===== src/tmc_pkg.sv =====
// Purpose: Shared constants for the eight-bit timer/counter block.
// Assumes: One word per register on APB, byte addresses below.
// Notes: The option word resets to all ones in its low six bits.
package tmc_pkg;

    // Register byte addresses on the APB side.
    localparam logic [11:0] ADDR_COUNT = 12'h000;
    localparam logic [11:0] ADDR_OPTION = 12'h004;
    localparam logic [11:0] ADDR_INTCTL = 12'h008;

    // Option word field positions.
    localparam int OPT_SRC_SEL = 5;
    localparam int OPT_EDGE_SEL = 4;
    localparam int OPT_BYPASS = 3;
    localparam int OPT_RATE_LO = 0;

    // Interrupt control field positions.
    localparam int INT_ENABLE = 5;
    localparam int INT_FLAG = 2;

    // Reset values and the count maximum.
    localparam logic [7:0] COUNT_RESET = 8'h00;
    localparam logic [7:0] OPTION_RESET = 8'h3F;
    localparam logic [7:0] COUNT_MAX = 8'hFF;
    localparam logic [31:0] WORD_ZERO = 32'h0000_0000;

    // Timing: the system clock is the oscillator, four per instruction.
    localparam int OSC_PER_INSTR = 4;
    localparam int WRITE_INHIBIT_INSTR = 2;
    localparam logic [1:0] INHIBIT_LOAD = 2'(WRITE_INHIBIT_INSTR);

    // Instruction clock phases, Gray coded along the cycle.
    typedef enum logic [1:0] {
        PH_Q1 = 2'b00,
        PH_Q2 = 2'b01,
        PH_Q3 = 2'b11,
        PH_Q4 = 2'b10
    } tmc_phase_t;

endpackage


===== src/tmc_pin_sync.sv =====
// Purpose: Bring the external count pin into the clock domain.
// Assumes: The pin keeps its minimum high and low times.
// Notes: The output is inverted when falling edges are to count.
`timescale 1ns/1ps
module tmc_pin_sync (
    input wire logic sys_clk_in,
    input wire logic rstn_in,
    input wire logic pin_in,
    input wire logic falling_sel_in,
    output logic level_out
);
    logic meta;
    logic stable;

    // Two-stage synchroniser; only the second stage is looked at.
    always_ff @(posedge sys_clk_in) begin
        if (!rstn_in) begin
            meta <= 1'b0;
            stable <= 1'b0;
        end else begin
            meta <= pin_in;
            stable <= meta;
        end
    end

    // Polarity turns the wanted edge into a rising one.
    assign level_out = stable ^ falling_sel_in;

endmodule


===== src/tmc_prescaler.sv =====
// Purpose: Dedicated divide-by-2 to divide-by-256 prescaler.
// Assumes: src_in is a clean synchronous level.
// Notes: Software cannot see or load the counter, only clear it.
`timescale 1ns/1ps
module tmc_prescaler (
    input wire logic sys_clk_in,
    input wire logic rstn_in,
    input wire logic src_in,
    input wire logic clear_in,
    input wire logic run_in,
    input wire logic bypass_in,
    input wire logic [2:0] rate_in,
    output logic div_out
);
    logic src_prev;
    logic [7:0] div_count;
    wire src_rise = src_in & ~src_prev;

    // Count source rising edges; a count write empties the divider.
    always_ff @(posedge sys_clk_in) begin
        if (!rstn_in) begin
            src_prev <= 1'b0;
            div_count <= 8'h00;
        end else begin
            src_prev <= src_in;
            if (clear_in || bypass_in) begin
                div_count <= 8'h00;
            end else if (run_in && src_rise) begin
                div_count <= div_count + 8'h01;
            end
        end
    end

    // Bit n rises once every 2^(n+1) edges; bypass passes the source on.
    assign div_out = bypass_in ? src_in : div_count[rate_in];

endmodule


===== src/tmc_timer.sv =====
// Purpose: Eight-bit timer/counter with prescaler, APB registers.
// Assumes: sys_clk_in is the oscillator; four clocks per instruction.
// Notes: Registers answer in the first access cycle, with no wait state.
//
// Contract
// - One readable, writable eight-bit count register
// - Source select clear: count each instruction cycle
// - No counting two instruction cycles after write
// - Source select set: count external pin edges
// - Edge select chooses rising or falling edge
// - Prescaler used only while bypass is clear
// - Eight prescale ratios, two to 256
// - Bypass set gives undivided one-to-one counting
// - Prescaler hidden; count write clears it
// - Wrap from maximum to zero is overflow
// - Flag always sets; request needs enable
// - Flag cleared only by software writing zero
// - Sleep freezes counting and holds value
// - Counter mode sampled at second, fourth phase
// - Overflow offered as sixteen-bit timer gate
// - Prescaler dedicated, separate from watchdog
// - Edge select one counts falling, zero rising
// - Ratio is two to rate plus one
// - Timer source is oscillator divided by four
`timescale 1ns/1ps
module tmc_timer (
    input wire logic sys_clk_in,
    input wire logic rstn_in,
    input wire logic psel_in,
    input wire logic penable_in,
    input wire logic pwrite_in,
    input wire logic [11:0] paddr_in,
    input wire logic [31:0] pwdata_in,
    output logic [31:0] prdata_out,
    output logic pready_out,
    output logic pslverr_out,
    input wire logic count_pin_in,
    input wire logic sleep_in,
    output logic overflow_irq_out,
    output logic overflow_gate_out
);

    // Instruction phase and configuration state.
    tmc_pkg::tmc_phase_t phase;
    tmc_pkg::tmc_phase_t next_phase;
    logic [7:0] count_register;
    logic src_select;
    logic edge_select;
    logic bypass;
    logic [2:0] prescale_rate;
    logic int_enable;
    logic overflow_flag;
    logic [1:0] inhibit;
    logic sampled;

    // Derived wires.
    logic pin_level;
    logic instr_level;
    logic source_level;
    logic div_level;
    logic sample_now;
    logic cycle_end;
    logic inc_now;
    logic wraps;

    // APB decode wires.
    logic setup_phase;
    logic access_done;
    logic wr_done;
    logic hit_count;
    logic hit_option;
    logic hit_intctl;
    logic hit_any;
    logic wr_count;
    logic wr_option;
    logic wr_intctl;
    logic [31:0] read_word;
    logic [7:0] option_word;
    logic [7:0] intctl_word;

    // Phase stepping. A reset starts a fresh instruction at Q1.
    always_comb begin
        unique case (phase)
            tmc_pkg::PH_Q1: next_phase = tmc_pkg::PH_Q2;
            tmc_pkg::PH_Q2: next_phase = tmc_pkg::PH_Q3;
            tmc_pkg::PH_Q3: next_phase = tmc_pkg::PH_Q4;
            tmc_pkg::PH_Q4: next_phase = tmc_pkg::PH_Q1;
        endcase
    end

    // The phase runs through sleep; only the counting path stops.
    always_ff @(posedge sys_clk_in) begin
        if (!rstn_in) begin
            phase <= tmc_pkg::PH_Q1;
        end else begin
            phase <= next_phase;
        end
    end

    // The instruction clock is high in Q3 and Q4, so it has one
    // rising edge per four oscillator clocks.
    assign instr_level = (phase == tmc_pkg::PH_Q3) | (phase == tmc_pkg::PH_Q4);
    assign cycle_end = (phase == tmc_pkg::PH_Q4);

    // External pin path; polarity is applied before the prescaler.
    tmc_pin_sync u_pin_sync (
        .sys_clk_in(sys_clk_in),
        .rstn_in(rstn_in),
        .pin_in(count_pin_in),
        .falling_sel_in(edge_select),
        .level_out(pin_level)
    );

    // Source choice between the instruction clock and the pin.
    assign source_level = src_select ? pin_level : instr_level;

    // This prescaler belongs to the timer alone; the watchdog keeps
    // its own divider and none of these settings reach it.
    tmc_prescaler u_prescaler (
        .sys_clk_in(sys_clk_in),
        .rstn_in(rstn_in),
        .src_in(source_level),
        .clear_in(wr_count),
        .run_in(~sleep_in),
        .bypass_in(bypass),
        .rate_in(prescale_rate),
        .div_out(div_level)
    );

    // The divider output is looked at only in Q2 and Q4. This keeps
    // an asynchronous pin from stepping the count mid-instruction,
    // at the cost of pins faster than half an instruction cycle.
    assign sample_now = (phase == tmc_pkg::PH_Q2) | cycle_end;

    // A rising sampled level steps the count once, prescaled or not,
    // unless sleeping or still inside the window after a write.
    assign inc_now = sample_now & div_level & ~sampled & ~sleep_in
        & (inhibit == 2'b00);

    // Wrap from the top value to zero.
    assign wraps = inc_now & (count_register == tmc_pkg::COUNT_MAX);

    // APB phase decode.
    assign setup_phase = psel_in & ~penable_in;
    assign access_done = psel_in & penable_in & pready_out;
    assign wr_done = access_done & pwrite_in;

    // Address decode. The prescaler has no address at all.
    assign hit_count = (paddr_in == tmc_pkg::ADDR_COUNT);
    assign hit_option = (paddr_in == tmc_pkg::ADDR_OPTION);
    assign hit_intctl = (paddr_in == tmc_pkg::ADDR_INTCTL);
    assign hit_any = hit_count | hit_option | hit_intctl;

    // Write strobes, one per register, on the completing edge.
    assign wr_count = wr_done & hit_count;
    assign wr_option = wr_done & hit_option;
    assign wr_intctl = wr_done & hit_intctl;

    // Read views; unused bits read as zero.
    assign option_word = {2'b00, src_select, edge_select, bypass, prescale_rate};
    assign intctl_word = {2'b00, int_enable, 2'b00, overflow_flag, 2'b00};

    // Read multiplexer; unmapped addresses read zero.
    assign read_word = hit_count ? {24'h00_0000, count_register} :
        hit_option ? {24'h00_0000, option_word} :
        hit_intctl ? {24'h00_0000, intctl_word} : tmc_pkg::WORD_ZERO;

    // Bus answer: ready and data are raised on the edge that ends the
    // setup phase, so every transfer completes at its first access
    // edge. Unmapped addresses complete with an error.
    always_ff @(posedge sys_clk_in) begin
        if (!rstn_in) begin
            pready_out <= 1'b0;
            pslverr_out <= 1'b0;
            prdata_out <= tmc_pkg::WORD_ZERO;
        end else begin
            pready_out <= setup_phase;
            pslverr_out <= setup_phase & ~hit_any;
            if (setup_phase && !pwrite_in) begin
                prdata_out <= read_word;
            end
        end
    end

    // Configuration fields live in the option word.
    always_ff @(posedge sys_clk_in) begin
        if (!rstn_in) begin
            src_select <= tmc_pkg::OPTION_RESET[tmc_pkg::OPT_SRC_SEL];
            edge_select <= tmc_pkg::OPTION_RESET[tmc_pkg::OPT_EDGE_SEL];
            bypass <= tmc_pkg::OPTION_RESET[tmc_pkg::OPT_BYPASS];
            prescale_rate <= tmc_pkg::OPTION_RESET[tmc_pkg::OPT_RATE_LO +: 3];
        end else if (wr_option) begin
            src_select <= pwdata_in[tmc_pkg::OPT_SRC_SEL];
            edge_select <= pwdata_in[tmc_pkg::OPT_EDGE_SEL];
            bypass <= pwdata_in[tmc_pkg::OPT_BYPASS];
            prescale_rate <= pwdata_in[tmc_pkg::OPT_RATE_LO +: 3];
        end
    end

    // The count register. A write wins over a same-cycle step, so
    // the written value is never bumped before software sees it.
    always_ff @(posedge sys_clk_in) begin
        if (!rstn_in) begin
            count_register <= tmc_pkg::COUNT_RESET;
        end else if (wr_count) begin
            count_register <= pwdata_in[7:0];
        end else if (inc_now) begin
            count_register <= count_register + 8'h01;
        end
    end

    // Write inhibit: loaded on a count write and worn down once per
    // instruction end, covering the rest of the writing instruction and the next one, or the next two for a write in Q4.
    always_ff @(posedge sys_clk_in) begin
        if (!rstn_in) begin
            inhibit <= 2'b00;
        end else if (wr_count) begin
            inhibit <= tmc_pkg::INHIBIT_LOAD;
        end else if (cycle_end && inhibit != 2'b00) begin
            inhibit <= inhibit - 2'b01;
        end
    end

    // Held sample of the divider output. It keeps tracking during the
    // inhibit window so a level that is already high does not count
    // as a fresh edge when the window closes. Frozen in sleep.
    always_ff @(posedge sys_clk_in) begin
        if (!rstn_in) begin
            // The pin rests low, so after reset the polarity bit alone sets
            // the idle level; matching it keeps a false edge from counting.
            sampled <= tmc_pkg::OPTION_RESET[tmc_pkg::OPT_EDGE_SEL];
        end else if (sample_now && !sleep_in) begin
            sampled <= div_level;
        end
    end

    // Interrupt control: the enable is plain storage. The flag is set
    // by every wrap whatever the enable says, and hardware never
    // clears it; software writes zero. A wrap in the same cycle as a
    // clearing write still leaves the flag set.
    always_ff @(posedge sys_clk_in) begin
        if (!rstn_in) begin
            int_enable <= 1'b0;
            overflow_flag <= 1'b0;
        end else begin
            if (wr_intctl) begin
                int_enable <= pwdata_in[tmc_pkg::INT_ENABLE];
            end
            if (wraps) begin
                overflow_flag <= 1'b1;
            end else if (wr_intctl) begin
                overflow_flag <= pwdata_in[tmc_pkg::INT_FLAG];
            end
        end
    end

    // Outputs. The request follows the flag gated by the enable; the
    // gate pulse marks each wrap for the sixteen-bit timer.
    always_ff @(posedge sys_clk_in) begin
        if (!rstn_in) begin
            overflow_irq_out <= 1'b0;
            overflow_gate_out <= 1'b0;
        end else begin
            overflow_irq_out <= overflow_flag & int_enable;
            overflow_gate_out <= wraps;
        end
    end

endmodule


===== config.mk =====
export PLATFORM = sky130hd
export DESIGN_NAME = tmc_timer
export DESIGN_NICKNAME = d
export VERILOG_FILES = /design/src/tmc_pkg.sv /design/src/tmc_pin_sync.sv /design/src/tmc_prescaler.sv /design/src/tmc_timer.sv
export SDC_FILE = /design/constraint.sdc
export NUM_CORES = 1
export LEC_CHECK = 0
export BUFFER_PORTS_ARGS = -buffer_cell sky130_fd_sc_hd__buf_4
export CORE_MARGIN = 8
export CORE_UTILIZATION = 53
export CTS_BUF_LIST = sky130_fd_sc_hd__clkbuf_16
export DETAILED_ROUTE_END_ITERATION = 6
export PLACE_DENSITY_LB_ADDON = 0.25
export SYNTH_ARGS = -nofsm -noshare
export SYNTH_HDL_FRONTEND = slang
export SYNTH_SLANG_ARGS = --single-unit
export TNS_END_PERCENT = 5

===== constraint.sdc =====
create_clock -name sys_clk_in -period 4.2 [get_ports sys_clk_in]
set_input_delay 0.42 -clock sys_clk_in [delete_from_list [all_inputs] [get_ports sys_clk_in]]
set_output_delay 0.42 -clock sys_clk_in [all_outputs]
set_load 0.1 [all_outputs]

==> flow_metrics.tcl <==
set metrics [dict create \
    outcome "finished, final reports clean" \
    post_cts_resized 0 \
    finalPower_w 0.000969 \
    fp.dieArea_sq_um 6710 \
    ys_seq_area_frac 0.382 \
    design.portCount 87 \
    routed_wl_mm 5.15 \
    hp-start "penable_in" \
    cp_top_family "simple AND/OR/NAND/NOR gates" \
    ys_seq_elements 44 \
    worstSkewPairLatency_ns 0.28 \
    wl_per_cell_microns 14.6 \
    fillers 385 \
    yosys.area.top_type_share 0.382 \
    grt_overflow 0 \
    cts.sink_count 44 \
    r2r_start "phase[0]" \
    first_pass_iters 4 \
    cts_made_buffers 5 \
    cts_setup_buffers 0 \
    fmax_mhz 387 \
    synth-main-ff-cell "dfxtp_1" \
    finClkSkew_ns 0.00537 \
    synth_top_cell_by_area "dfxtp_1" \
    synthMostInstantiatedCell "dfxtp_1" \
    grt_max_degree 22 \
    gr-usage-all-layers 0.161 \
    setup_ws_ns 1.61 \
    antenna_found_initial 0 \
    ir_drop_v 0.000223 \
    cp-startpoint "phase[0]" \
    critPathCaptureType "register" \
    arrival_ns 2.80 \
    first_iter_violations 147 \
    drv_slew 0 \
    synth_top_family_by_area "simple AND/OR/NAND/NOR gates" \
    syn_area_sq_um 2300 \
    max_stage_delay_ns 0.51 \
    synth-edff-count 0 \
    hold_buffers 0 \
    ys_async_sr_fraction 0 \
    fin_setup_tns_ns 0 \
    h-tree-depth 2 \
    synthXorXnorAreaFrac 0.0342 \
    grt_pass1_wl_mm 8.59 \
    synth.mux.area_fraction 0.0304 \
    core_area_sq_um 4260 \
    globalplace.congestion 0.801 \
    period_needed_ns 2.59 \
    crit_type "reg2reg" \
    startpoint_type "register" \
    port_buffers 38 \
    hold_path_class "in2reg" \
    worst_path_max_delay_cell "or4b_4" \
    synthTopCellsByCount "dfxtp_1, buf_4, nor2_1, nand2_1, nand3_1" \
    drive_above_1_share 0.183 \
    synth-adder-area-share 0.0326 \
    rows 24 \
    yosys-top-cells-area "dfxtp_1, buf_4, nand3_1" \
    synth_compound_area_frac 0.131 \
    chipHeight_microns 81.9 \
    root_buffer "clkbuf_16" \
    setup_viol 0 \
    cap_violations 0 \
    start_util 0.540 \
    antenna_cells 0 \
    rsz0062_at_grt "no" \
    synth.avg_cell_area_sq_um 8.66 \
    dp_slack_ns 1.38 \
    dp_hpwl_mm 3.80 \
    die_w_microns 81.9 \
    hold_violations 0 \
    fin_crit_sh 0.616 \
    ys_warn_count 0 \
    crit_chain "inv_1 > ha_1 > or2_2 > a311o_1 > or3_4 > or4b_4 > a21oi_2" \
    final_nets 357 \
    whs_ns 0.333 \
    p_per_area_nw_per_um2 364 \
    synth-simple-area-share 0.281 \
    synthDistinctLibCells 44 \
    cp_num_buf_inv 1 \
    viasPerCell 5.50 \
    syn_to_final_growth_pct 15.3 \
    synth_cells 266 \
    multi_input_area_sq_um 1260 \
    crit_required_ns 4.41 \
    num_vias 1943 \
    drc 0 \
    worst_slew_pin_slew_ns 0.972 \
    grt_pass1_vias 1873 \
    critPathMaxFanout 11 \
    register_area_sq_um 881 \
    postRouteAntennaNets 0 \
    leakage_nw 1.08 \
    clk_pin_slew_ns 0.06 \
    clockBufferDepth 2 \
    tritoncts "done" \
    relSlewSlack 0.351 \
]
## state kept, by name, indices dropped and copies added, names as in the netlist
register	count
count_register	8
prdata_out	8
u_prescaler.div_count	8
prescale_rate	3
inhibit	2
phase	2
bypass	1
edge_select	1
int_enable	1
overflow_flag	1
overflow_gate_out	1
overflow_irq_out	1
pready_out	1
pslverr_out	1
sampled	1
src_select	1
u_pin_sync.meta	1
u_pin_sync.stable	1
u_prescaler.src_prev	1
## report_power, final
group          internal (W)  switching [W]  leakage (nW)  total [W]
Combinational     0.0000327       0.000144         0.650   0.000177
Clock              0.000214       0.000148        0.0738   0.000362
Sequential         0.000425     0.00000471         0.357   0.000430
Total              0.000671       0.000297          1.08   0.000969
## layer usage
layer | global-route usage | share of wire | up-vias
li1 | - | - | 975
met1 | 0.192 | 0.43 | 911
met2 | 0.269 | 0.49 | 55
met3 | 0.0460 | 0.076 | 2
met4 | 0.0561 | 0.0041 | 0
met5 | 0 | 0 | -
## placed cells by master, fill, tap and decap left out, types with 4 or more instances in the layout
master / instances
dfxtp_1: 44
buf_4: 39
conb_1: 24
nor2_1: 23
nand2_1: 22
nand3_1: 18
o21ai_0: 10
or4_1: 8
a31oi_1: 8
inv_1: 7
mux2i_1: 7
nand2b_1: 7
o31ai_1: 7
nor3_1: 6
ha_1: 6
and3_1: 5
a21oi_1: 5
xor2_1: 5
clkbuf_16: 5
xnor2_1: 4
a221oi_1: 4
## logic make-up (layout without fill, tap and decap cells)
family | after synthesis | after routing
and+or+nand+nor | 115 | 115
AOI/OAI and AO/OA | 44 | 44
DFF | 44 | 44
buffers and inverters | 40 | 52
xor gates and xnor gates | 9 | 9
muxes | 7 | 7
adders and majority gates | 6 | 6
other | 1 | 24
## area by class of cell
| type | count | share of cell area |
|---|---|---|
| clock inverters | 3 | 0.00424 |
| well taps | 52 | 0.0245 |
| clock buffers | 5 | 0.0471 |
| multi-input cells | 205 | 0.476 |
| inverters | 5 | 0.00706 |
| repair buffers | 39 | 0.110 |
| flip-flops and latches | 44 | 0.331 |
## per-stage QoR
| step | utilization | instances | cell area, sq um |
|---|---|---|---|
| 2_1_floorplan | - | 289 | 2390 |
| 3_3_place_gp | 0.591 | 345 | 2520 |
| 3_5_place_dp | 0.591 | 345 | 2520 |
| 4_1_cts | 0.623 | 353 | 2660 |
| 5_1_grt | 0.623 | 353 | 2660 |
| 6_report | 0.623 | 353 | 2660 |
## worst paths after layout
path	slack, ns	cells past startpoint	to
worst max-delay path	1.61	7	overflow_flag
worst min-delay path	0.33	2	pready_out
worst max register to register	1.61	7	overflow_flag
worst min register to register	0.45	1	u_pin_sync.stable
Note: power is estimated with default switching activity, not from simulation.
